$ cat src/sls_pkg.sv
// Purpose: shared constants and types for the serial link startup sequencer
// Assumes: one frame per lane word, 32-bit lane words, one clock for both ends
// Notes: control characters follow the usual 8b/10b K-code byte values
package sls_pkg;

  // ----------------------------------------------------------------
  // control characters carried in byte 0 of a lane word
  // ----------------------------------------------------------------
  localparam logic [7:0] SLS_K_CGS = 8'hbc;
  localparam logic [7:0] SLS_K_ILA_START = 8'h1c;
  localparam logic [7:0] SLS_K_ILA_END = 8'h7c;

  // ----------------------------------------------------------------
  // sequence counts and timing
  // ----------------------------------------------------------------
  localparam logic [2:0] SLS_ILA_MULTIFRAMES = 3'h4;
  localparam logic [2:0] SLS_CGS_COUNT = 3'h4;
  localparam int SLS_CLK_PERIOD_NS = 25;
  localparam int SLS_CAL_TIME_NS = 10000;
  localparam int SLS_CAL_CYCLES = (SLS_CAL_TIME_NS + SLS_CLK_PERIOD_NS - 1) / SLS_CLK_PERIOD_NS;

  // ----------------------------------------------------------------
  // reset values of the configuration shadow
  // ----------------------------------------------------------------
  localparam logic [4:0] SLS_KM1_RST = 5'h1f;
  localparam logic [2:0] SLS_DEC_RST = 3'h0;

  // decimation select codes: 0 bypass, then 4, 8, 16, 32
  typedef enum logic [2:0] {
    SLS_DEC_1 = 3'h0,
    SLS_DEC_4 = 3'h1,
    SLS_DEC_8 = 3'h2,
    SLS_DEC_16 = 3'h3,
    SLS_DEC_32 = 3'h4
  } sls_dec_t;

  typedef enum logic [2:0] {
    TX_OFF, TX_WAIT_SYNC, TX_CGS, TX_ILA_WAIT, TX_ILA, TX_DATA
  } sls_tx_state_t;

  typedef enum logic [1:0] {
    RX_OFF, RX_CGS, RX_ILA, RX_DATA
  } sls_rx_state_t;

endpackage

$ cat src/sls_link_if.sv
// Purpose: link wires between the transmitting converter and its receiver
// Assumes: both ends on the same clock, supplied by the testbench
// Notes: sync_n is active low, sysref is a rising-edge event
`timescale 1ns/1ps
interface sls_link_if;
  logic sysref;
  logic sync_n;
  logic [31:0] lane_data;
  logic [3:0] lane_ctrl;
  logic lane_valid;

  modport tx (input sysref, input sync_n, output lane_data, output lane_ctrl,
    output lane_valid);
  modport rx (output sysref, output sync_n, input lane_data, input lane_ctrl,
    input lane_valid);
endinterface

$ cat src/sls_tx_end.sv
// Purpose: converter side of the link: config lock, calibration, lmfc, cgs, ila, data
// Assumes: one converter sample per clock on adc_sample_i, offset binary
// Notes: in TX_DATA the lane carries the latest output sample on every frame tick
`timescale 1ns/1ps

module sls_tx_end
  import sls_pkg::*;
#(
  parameter int CAL_CYCLES = SLS_CAL_CYCLES
) (
  input wire logic clk_i,
  input wire logic reset_i,
  sls_link_if.tx link,
  input wire logic link_enable_bit_i,
  input wire logic [2:0] decimation_i,
  input wire logic scrambler_enable_i,
  input wire logic [4:0] frames_per_multiframe_minus_one_i,
  input wire logic double_rate_i,
  input wire logic software_calibration_trigger_i,
  input wire logic [11:0] adc_sample_i,
  output logic cal_busy_o,
  output logic link_up_o
);

  // ----------------------------------------------------------------
  // pin synchronisers
  // ----------------------------------------------------------------
  logic sysref_m_q, sysref_s_q, sysref_p_q, syncn_m_q, syncn_s_q;

  // the first stage feeds only the second stage
  always_ff @(posedge clk_i) begin
    if (reset_i) begin
      sysref_m_q <= 1'b0;
      sysref_s_q <= 1'b0;
      sysref_p_q <= 1'b0;
      syncn_m_q <= 1'b1;
      syncn_s_q <= 1'b1;
    end else begin
      sysref_m_q <= link.sysref;
      sysref_s_q <= sysref_m_q;
      sysref_p_q <= sysref_s_q;
      syncn_m_q <= link.sync_n;
      syncn_s_q <= syncn_m_q;
    end
  end

  logic sysref_edge;
  assign sysref_edge = sysref_s_q & ~sysref_p_q;

  // ----------------------------------------------------------------
  // configuration shadow and calibration
  // ----------------------------------------------------------------
  sls_tx_state_t state_q, state_d;
  logic [2:0] dec_q, dec_d;
  logic scr_en_q, scr_en_d, ddr_q, ddr_d;
  logic [4:0] km1_q, km1_d;
  logic [15:0] cal_q, cal_d;

  // shadow tracks the inputs only while the link is off, so a live link never
  // sees a half-changed setup
  always_comb begin
    dec_d = dec_q;
    scr_en_d = scr_en_q;
    ddr_d = ddr_q;
    km1_d = km1_q;
    cal_d = cal_q;
    if (state_q == TX_OFF) begin
      dec_d = (decimation_i > 3'(SLS_DEC_32)) ? 3'(SLS_DEC_32) : decimation_i;
      scr_en_d = scrambler_enable_i;
      ddr_d = double_rate_i;
      km1_d = frames_per_multiframe_minus_one_i;
    end
    if (cal_q != 16'h0000) begin
      cal_d = cal_q - 16'h0001;
    end else if (software_calibration_trigger_i && state_q == TX_OFF) begin
      cal_d = 16'(CAL_CYCLES);
    end
  end

  always_ff @(posedge clk_i) begin
    if (reset_i) begin
      dec_q <= SLS_DEC_RST;
      scr_en_q <= 1'b0;
      ddr_q <= 1'b0;
      km1_q <= SLS_KM1_RST;
      cal_q <= 16'h0000;
    end else begin
      dec_q <= dec_d;
      scr_en_q <= scr_en_d;
      ddr_q <= ddr_d;
      km1_q <= km1_d;
      cal_q <= cal_d;
    end
  end

  assign cal_busy_o = (cal_q != 16'h0000);

  // ----------------------------------------------------------------
  // frame rate divider and multiframe counter
  // ----------------------------------------------------------------
  logic div_q, div_d, frame_tick, lmfc_wrap;
  logic [4:0] lmfc_q, lmfc_d;

  // normal rate sends a frame every second clock, double rate every clock
  assign frame_tick = ddr_q | div_q;
  assign lmfc_wrap = frame_tick && (lmfc_q == km1_q);

  // counter starts at zero after reset and keeps running without sysref
  always_comb begin
    div_d = ~div_q;
    lmfc_d = lmfc_q;
    if (sysref_edge && state_q != TX_OFF) begin
      lmfc_d = 5'h00;
    end else if (lmfc_wrap) begin
      lmfc_d = 5'h00;
    end else if (frame_tick) begin
      lmfc_d = lmfc_q + 5'h01;
    end
  end

  always_ff @(posedge clk_i) begin
    if (reset_i) begin
      div_q <= 1'b0;
      lmfc_q <= 5'h00;
    end else begin
      div_q <= div_d;
      lmfc_q <= lmfc_d;
    end
  end

  // ----------------------------------------------------------------
  // down-converter: fs/4 mixer and block-sum decimator
  // ----------------------------------------------------------------
  logic [1:0] ph_q;
  logic [4:0] dcnt_q, dcnt_d;
  logic signed [17:0] acc_i_q, acc_i_d, acc_q_q, acc_q_d;
  logic [14:0] out_i_q, out_i_d, out_q_q, out_q_d;
  logic signed [12:0] smp, mix_i, mix_q;
  logic signed [17:0] sum_i, sum_q, sh_i, sh_q;
  logic [4:0] dlast;
  logic [2:0] shamt;

  // flip the msb to turn offset binary into two's complement
  assign smp = 13'(signed'({~adc_sample_i[11], adc_sample_i[10:0]}));
  assign dlast = 5'((6'h02 << dec_q) - 6'h01);
  assign shamt = 3'(3'h4 - dec_q);

  always_comb begin
    mix_i = 13'sh0000;
    mix_q = 13'sh0000;
    case (ph_q)
      2'h0: mix_i = smp;
      2'h1: mix_q = -smp;
      2'h2: mix_i = -smp;
      default: mix_q = smp;
    endcase
    sum_i = acc_i_q + 18'(mix_i);
    sum_q = acc_q_q + 18'(mix_q);
    sh_i = sum_i <<< shamt;
    sh_q = sum_q <<< shamt;
    acc_i_d = sum_i;
    acc_q_d = sum_q;
    out_i_d = out_i_q;
    out_q_d = out_q_q;
    dcnt_d = dcnt_q + 5'h01;
    if (dcnt_q >= dlast) begin
      out_i_d = sh_i[16:2];
      out_q_d = sh_q[16:2];
      acc_i_d = 18'sh00000;
      acc_q_d = 18'sh00000;
      dcnt_d = 5'h00;
    end
  end

  always_ff @(posedge clk_i) begin
    if (reset_i) begin
      ph_q <= 2'h0;
      dcnt_q <= 5'h00;
      acc_i_q <= 18'sh00000;
      acc_q_q <= 18'sh00000;
      out_i_q <= 15'h0000;
      out_q_q <= 15'h0000;
    end else begin
      ph_q <= ph_q + 2'h1;
      dcnt_q <= dcnt_d;
      acc_i_q <= acc_i_d;
      acc_q_q <= acc_q_d;
      out_i_q <= out_i_d;
      out_q_q <= out_q_d;
    end
  end

  // ----------------------------------------------------------------
  // link sequencer and lane word generation
  // ----------------------------------------------------------------
  logic [2:0] mf_q, mf_d;
  logic [14:0] scr_q, scr_d;
  logic [31:0] data_q, data_d, payload;
  logic [3:0] ctrl_q, ctrl_d;
  logic valid_q, valid_d;
  logic [46:0] scr_out;

  // self-synchronous 1 + x^14 + x^15 scrambler, msb first
  function automatic logic [46:0] scramble(input logic [31:0] d, input logic [14:0] st);
    logic [14:0] s;
    logic [31:0] o;
    s = st;
    o = 32'h0;
    for (int i = 31; i >= 0; i--) begin
      o[i] = d[i] ^ s[14] ^ s[13];
      s = {s[13:0], o[i]};
    end
    return {s, o};
  endfunction

  assign payload = (dec_q == 3'(SLS_DEC_1)) ? {20'h00000, adc_sample_i} :
    {out_i_q[14], out_i_q, out_q_q[14], out_q_q};
  assign scr_out = scramble(payload, scr_q);

  always_comb begin
    state_d = state_q;
    mf_d = mf_q;
    scr_d = scr_q;
    data_d = data_q;
    ctrl_d = ctrl_q;
    valid_d = 1'b0;
    case (state_q)
      TX_OFF: begin
        if (link_enable_bit_i && !cal_busy_o) begin
          state_d = TX_WAIT_SYNC;
        end
      end
      TX_WAIT_SYNC: begin
        if (!syncn_s_q) begin
          state_d = TX_CGS;
        end
      end
      TX_CGS: begin
        if (syncn_s_q) begin
          state_d = TX_ILA_WAIT;
        end
      end
      TX_ILA_WAIT: begin
        if (lmfc_wrap) begin
          state_d = TX_ILA;
          mf_d = 3'h0;
        end
      end
      TX_ILA: begin
        if (lmfc_wrap) begin
          mf_d = mf_q + 3'h1;
          if (mf_q == SLS_ILA_MULTIFRAMES - 3'h1) begin
            state_d = TX_DATA;
          end
        end
      end
      default: ;
    endcase
    // a fresh sync request restarts code group sync from any live state
    if (state_q > TX_CGS && !syncn_s_q) begin
      state_d = TX_CGS;
    end
    if (!link_enable_bit_i) begin
      state_d = TX_OFF;
    end
    // lane word for this frame
    if (frame_tick && state_q != TX_OFF) begin
      valid_d = 1'b1;
      ctrl_d = 4'h1;
      data_d = {24'h000000, SLS_K_CGS};
      if (state_q == TX_ILA) begin
        if (lmfc_q == km1_q) begin
          data_d = {24'h000000, SLS_K_ILA_END};
        end else if (lmfc_q == 5'h00) begin
          data_d = {24'h000000, SLS_K_ILA_START};
        end else begin
          ctrl_d = 4'h0;
          data_d = (mf_q == 3'h1) ? {16'h0000, 4'h0, dec_q, scr_en_q, ddr_q, km1_q, 2'h0} :
            {27'h0, lmfc_q};
        end
      end else if (state_q == TX_DATA) begin
        ctrl_d = 4'h0;
        data_d = scr_en_q ? scr_out[31:0] : payload;
        scr_d = scr_en_q ? scr_out[46:32] : scr_q;
      end
    end else if (state_q == TX_OFF) begin
      ctrl_d = 4'h0;
      data_d = 32'h00000000;
    end
  end

  always_ff @(posedge clk_i) begin
    if (reset_i) begin
      state_q <= TX_OFF;
      mf_q <= 3'h0;
      scr_q <= 15'h7fff;
      data_q <= 32'h00000000;
      ctrl_q <= 4'h0;
      valid_q <= 1'b0;
    end else begin
      state_q <= state_d;
      mf_q <= mf_d;
      scr_q <= scr_d;
      data_q <= data_d;
      ctrl_q <= ctrl_d;
      valid_q <= valid_d;
    end
  end

  assign link.lane_data = data_q;
  assign link.lane_ctrl = ctrl_q;
  assign link.lane_valid = valid_q;
  assign link_up_o = (state_q == TX_DATA);

endmodule // sls_tx_end
$ cat src/flat_wrapper.sv
// flat-port wrapper written by rule: the top's interface ports become plain ports
module sls_tx_end_flat import sls_pkg::*;
#(
  parameter int CAL_CYCLES = SLS_CAL_CYCLES
)
  (clk_i, reset_i, link_enable_bit_i, decimation_i, scrambler_enable_i, frames_per_multiframe_minus_one_i, double_rate_i, software_calibration_trigger_i, adc_sample_i, cal_busy_o, link_up_o, link_sysref, link_sync_n, link_lane_data, link_lane_ctrl, link_lane_valid);
  sls_link_if link_i ();
  input wire logic clk_i;
  input wire logic reset_i;
  input wire logic link_enable_bit_i;
  input wire logic [2:0] decimation_i;
  input wire logic scrambler_enable_i;
  input wire logic [4:0] frames_per_multiframe_minus_one_i;
  input wire logic double_rate_i;
  input wire logic software_calibration_trigger_i;
  input wire logic [11:0] adc_sample_i;
  output logic cal_busy_o;
  output logic link_up_o;
  input wire logic [$bits(link_i.sysref)-1:0] link_sysref;
  input wire logic [$bits(link_i.sync_n)-1:0] link_sync_n;
  output wire logic [$bits(link_i.lane_data)-1:0] link_lane_data;
  output wire logic [$bits(link_i.lane_ctrl)-1:0] link_lane_ctrl;
  output wire logic [$bits(link_i.lane_valid)-1:0] link_lane_valid;
  assign link_i.sysref = link_sysref;
  assign link_i.sync_n = link_sync_n;
  assign link_lane_data = link_i.lane_data;
  assign link_lane_ctrl = link_i.lane_ctrl;
  assign link_lane_valid = link_i.lane_valid;
  sls_tx_end #(.CAL_CYCLES(CAL_CYCLES)) u_core (.clk_i(clk_i), .reset_i(reset_i), .link(link_i), .link_enable_bit_i(link_enable_bit_i), .decimation_i(decimation_i), .scrambler_enable_i(scrambler_enable_i), .frames_per_multiframe_minus_one_i(frames_per_multiframe_minus_one_i), .double_rate_i(double_rate_i), .software_calibration_trigger_i(software_calibration_trigger_i), .adc_sample_i(adc_sample_i), .cal_busy_o(cal_busy_o), .link_up_o(link_up_o));
endmodule
$ cat config.mk
export PLATFORM = sky130hd
export DESIGN_NAME = sls_tx_end_flat
export DESIGN_NICKNAME = d
export VERILOG_FILES = /design/src/sls_pkg.sv /design/src/sls_link_if.sv /design/src/sls_tx_end.sv /design/src/flat_wrapper.sv
export SDC_FILE = /design/constraint.sdc
export NUM_CORES = 1
export LEC_CHECK = 0
export BUFFER_PORTS_ARGS = -buffer_cell sky130_fd_sc_hd__buf_4
export CAP_MARGIN = 20
export CORE_UTILIZATION = 56
export CTS_CLUSTER_SIZE = 12
export DETAILED_ROUTE_END_ITERATION = 10
export PLACE_DENSITY = 0.77
export SYNTH_ARGS = -nofsm -noshare
export SYNTH_HDL_FRONTEND = slang
export SYNTH_SLANG_ARGS = --single-unit
$ cat constraint.sdc
create_clock -name clk_i -period 4.53 [get_ports clk_i]
set_clock_uncertainty 0.15 [all_clocks]
set_input_delay 0.6795 -clock clk_i [delete_from_list [all_inputs] [get_ports clk_i]]
set_output_delay 0.6795 -clock clk_i [all_outputs]
set_load 0.01 [all_outputs]
==> impl_metrics.tcl <==
set metrics [dict create \
    crit_fanout 5 \
    io_pins 67 \
    hold_path_class "reg2reg" \
    fin_nets 1565 \
    fmax_ghz 0.2347 \
    root_buffer "clkbuf_16" \
    met2_usage_pct 48.81 \
    cp-start-kind "input pin" \
    ctsHoldBuffers 0 \
    numCtsBuffers 17 \
    grt_overflow 0 \
    grt_use_met1_pct 43.88 \
    post-route-util_pct 66.07 \
    drive_above_1_share_pct 15.01 \
    ys_async_sr_fraction_pct 0 \
    diodes 0 \
    clock_latency_ns 0.43 \
    grt.total_usage_pct 31.63 \
    drt_wl_total_um 31270 \
    antenna_found_initial 0 \
    fin_ws_ns 0.2687 \
    place_area_mm2 0.01216 \
    ys_types 80 \
    synth_top_area_share_pct 29.54 \
    grt_pass1_vias 9797 \
    port_buffers 63 \
    setup_viol_count_final 0 \
    final_cell_area_mm2 0.01282 \
    cts_max_path_buffers 2 \
    drv_cap 0 \
    postSynthCellCount 1407 \
    vias 10570 \
    yosysWarnings 0 \
    synth_ff_type "dfxtp_1" \
    cts_resized 0 \
    synthTopCellsByArea "dfxtp_1 30%, xnor2_1 7.6%, ha_1 5.6%" \
    critical_path_class "in2reg" \
    die_x_um 142.4 \
    drt_first_iter_violations 1055 \
    cts_htree_levels 4 \
    dp_slack_ns -0.1414 \
    period_share_pct 94.07 \
    synth-seq-area-share_pct 29.54 \
    end_kind "flop" \
    die_height_um 142.4 \
    cts.sinks 163 \
    required_ns 4.67 \
    vdd_drop_max_mv 0.3469 \
    finalPower_uw 6457 \
    status "complete, no violations" \
    post_cts_buffers 0 \
    fp-row-count 51 \
    global_route.usage.met3_pct 5.182 \
    initial_core_util_pct 56.94 \
    drv_slew 0 \
    timing.final.crit_period_ns 4.261 \
    wl_per_cell_um 17.73 \
    power_leakage_uw 0.005296 \
    yosysTopAreaCell "dfxtp_1" \
    cts.clk_slew.worst_paths_ns 0.07 \
    cts_tree "done" \
    rsz0062_at_grt "false" \
    grt_max_degree 56 \
    dieArea_mm2 0.02029 \
    drc 0 \
    hold-worst-slack_ns 0.2644 \
    arrival_ns 4.40 \
    detail-route-antenna-nets 0 \
    hold_viol 0 \
    syn_to_final_growth_pct 16.03 \
    fill_cells 1687 \
    ff_latch_area_mm2 0.003264 \
    dr.pass1.iters 6 \
    hpwl_um 22560 \
    powerDensity_mw_per_mm2 503.8 \
    slew_headroom_pct 23.70 \
    synth_edf_count 0 \
    ys_seq_elements 163 \
    multi_input_area_mm2 0.007281 \
    viasPerCell 5.992 \
    worst_pin_slew_ns 1.141 \
    core_area_mm2 0.01940 \
    place_congestion 0.9153 \
    top_usage_layer "met2" \
    grt_pass1_wl_um 50830 \
    mappedNetlistArea_mm2 0.01105 \
    postSynthAreaPerCell_um2 7.850 \
]
path summary, 6_finish.rpt:
path         slack [ns]             start                  to  cells after the start
max                0.27   adc_sample_i[0]  u_core.out_i_q[13]                     17
min                0.26  u_core.syncn_m_q    u_core.syncn_s_q                      1
max reg2reg        0.29    u_core.ph_q[0]  u_core.out_i_q[13]                     14
min reg2reg        0.26  u_core.syncn_m_q    u_core.syncn_s_q                      1
worst max-delay path, stage by stage:
cell       delay, ns
buf_4           0.12
inv_1           0.07
ha_1            0.17
or3b_1          0.47
or2_2           0.36
nor3_1          0.25
nor2_1          0.11
o2bb2ai_1       0.14
ha_1            0.32
a21o_1          0.20
a221oi_4        0.43
mux2i_1         0.28
xnor2_1         0.17
buf_4           0.16
nor3_1          0.05
a221oi_1        0.25
o221ai_1        0.17
placed cells by master (no fill, tap or decap), drive strengths merged, types with 7 or more instances in the layout:
cell / synthesis / routed
and2: 12 / 12
a22oi: 17 / 17
clkbuf: 82 / 20
inv: 41 / 45
or3: 16 / 16
nor3b: 24 / 24
o21ai: 56 / 56
a211oi: 12 / 12
o22ai: 7 / 7
dfxtp: 163 / 163
buf: 11 / 151
a21o: 22 / 22
nand3b: 7 / 7
xnor2: 97 / 97
nor2b: 24 / 24
o211ai: 23 / 23
nand2: 155 / 155
mux2i: 38 / 38
nor4: 11 / 11
nor3: 37 / 37
a21oi: 106 / 106
xor2: 40 / 40
nor2: 158 / 158
and3: 12 / 12
a221oi: 7 / 7
nand3: 44 / 44
a22o: 11 / 11
mux2: 19 / 19
ha: 49 / 49
nand2b: 13 / 13
synth_stat cells (all sizes together) (13+ instances only):
master and instances:
a21o 22, a21oi 106, a22oi 17, clkbuf 82
dfxtp 163, ha 49, inv 41, mux2 19
mux2i 38, nand2 155, nand2b 13, nand3 44
nor2 158, nor2b 24, nor3 37, nor3b 24
o211ai 23, o21ai 56, or3 16, xnor2 97
xor2 40
final cells by class:
| cell class | instances | area share, % |
|---|---|---|
| multi-input combinational | 1111 | 56.81 |
| sequential | 163 | 25.47 |
| timing repair buffer | 151 | 8.845 |
| clock buffer | 20 | 3.563 |
| tap | 265 | 2.587 |
| clock inverter | 12 | 1.494 |
| inverter | 42 | 1.230 |
metal layers:
metal	vias up	wire length, µm
li1	5096	-
met2	419	13630
met3	75	2259
met4	0	1045
met5	-	0
met1	4980	14340
metrics by stage:
stage | instances | TNS (ns)
2_1_floorplan | 1409 | 0
3_3_place_gp | 1732 | -0.08310
3_5_place_dp | 1732 | -0.3007
4_1_cts | 1764 | 0
5_1_grt | 1764 | 0
6_report | 1764 | 0
report_power, final:
part           internal, µW  leakage [µW]  switching [µW]
logic                  1280       0.00366            1680
registers              1670       0.00133             204
clock network           966      0.000307             654
flip-flops by register name (all words and copies together), names as in the netlist, 15 cells and up:
signal	count
u_core.cal_q	16
u_core.acc_q_q	17
u_core.out_q_q	15
u_core.link.lane_data	32
u_core.scr_q	15
u_core.acc_i_q	17
u_core.out_i_q	15
logic make-up (layout without fill, tap and decap cells):
group                      count (synthesis)  count (layout)  synth area share (%)
muxes                                     61              61                 6.343
and+or+nand+nor                          537             537                 23.11
adders and majority gates                 51              51                 5.913
xor gates and xnor gates                 137             137                 10.93
other                                      1               3               0.03395
buffers and inverters                    135             225                 4.701
AOI/OAI and AO/OA                        322             322                 19.43
DFF                                      163             163                 29.54
Power figures use the tool's default switching activity.
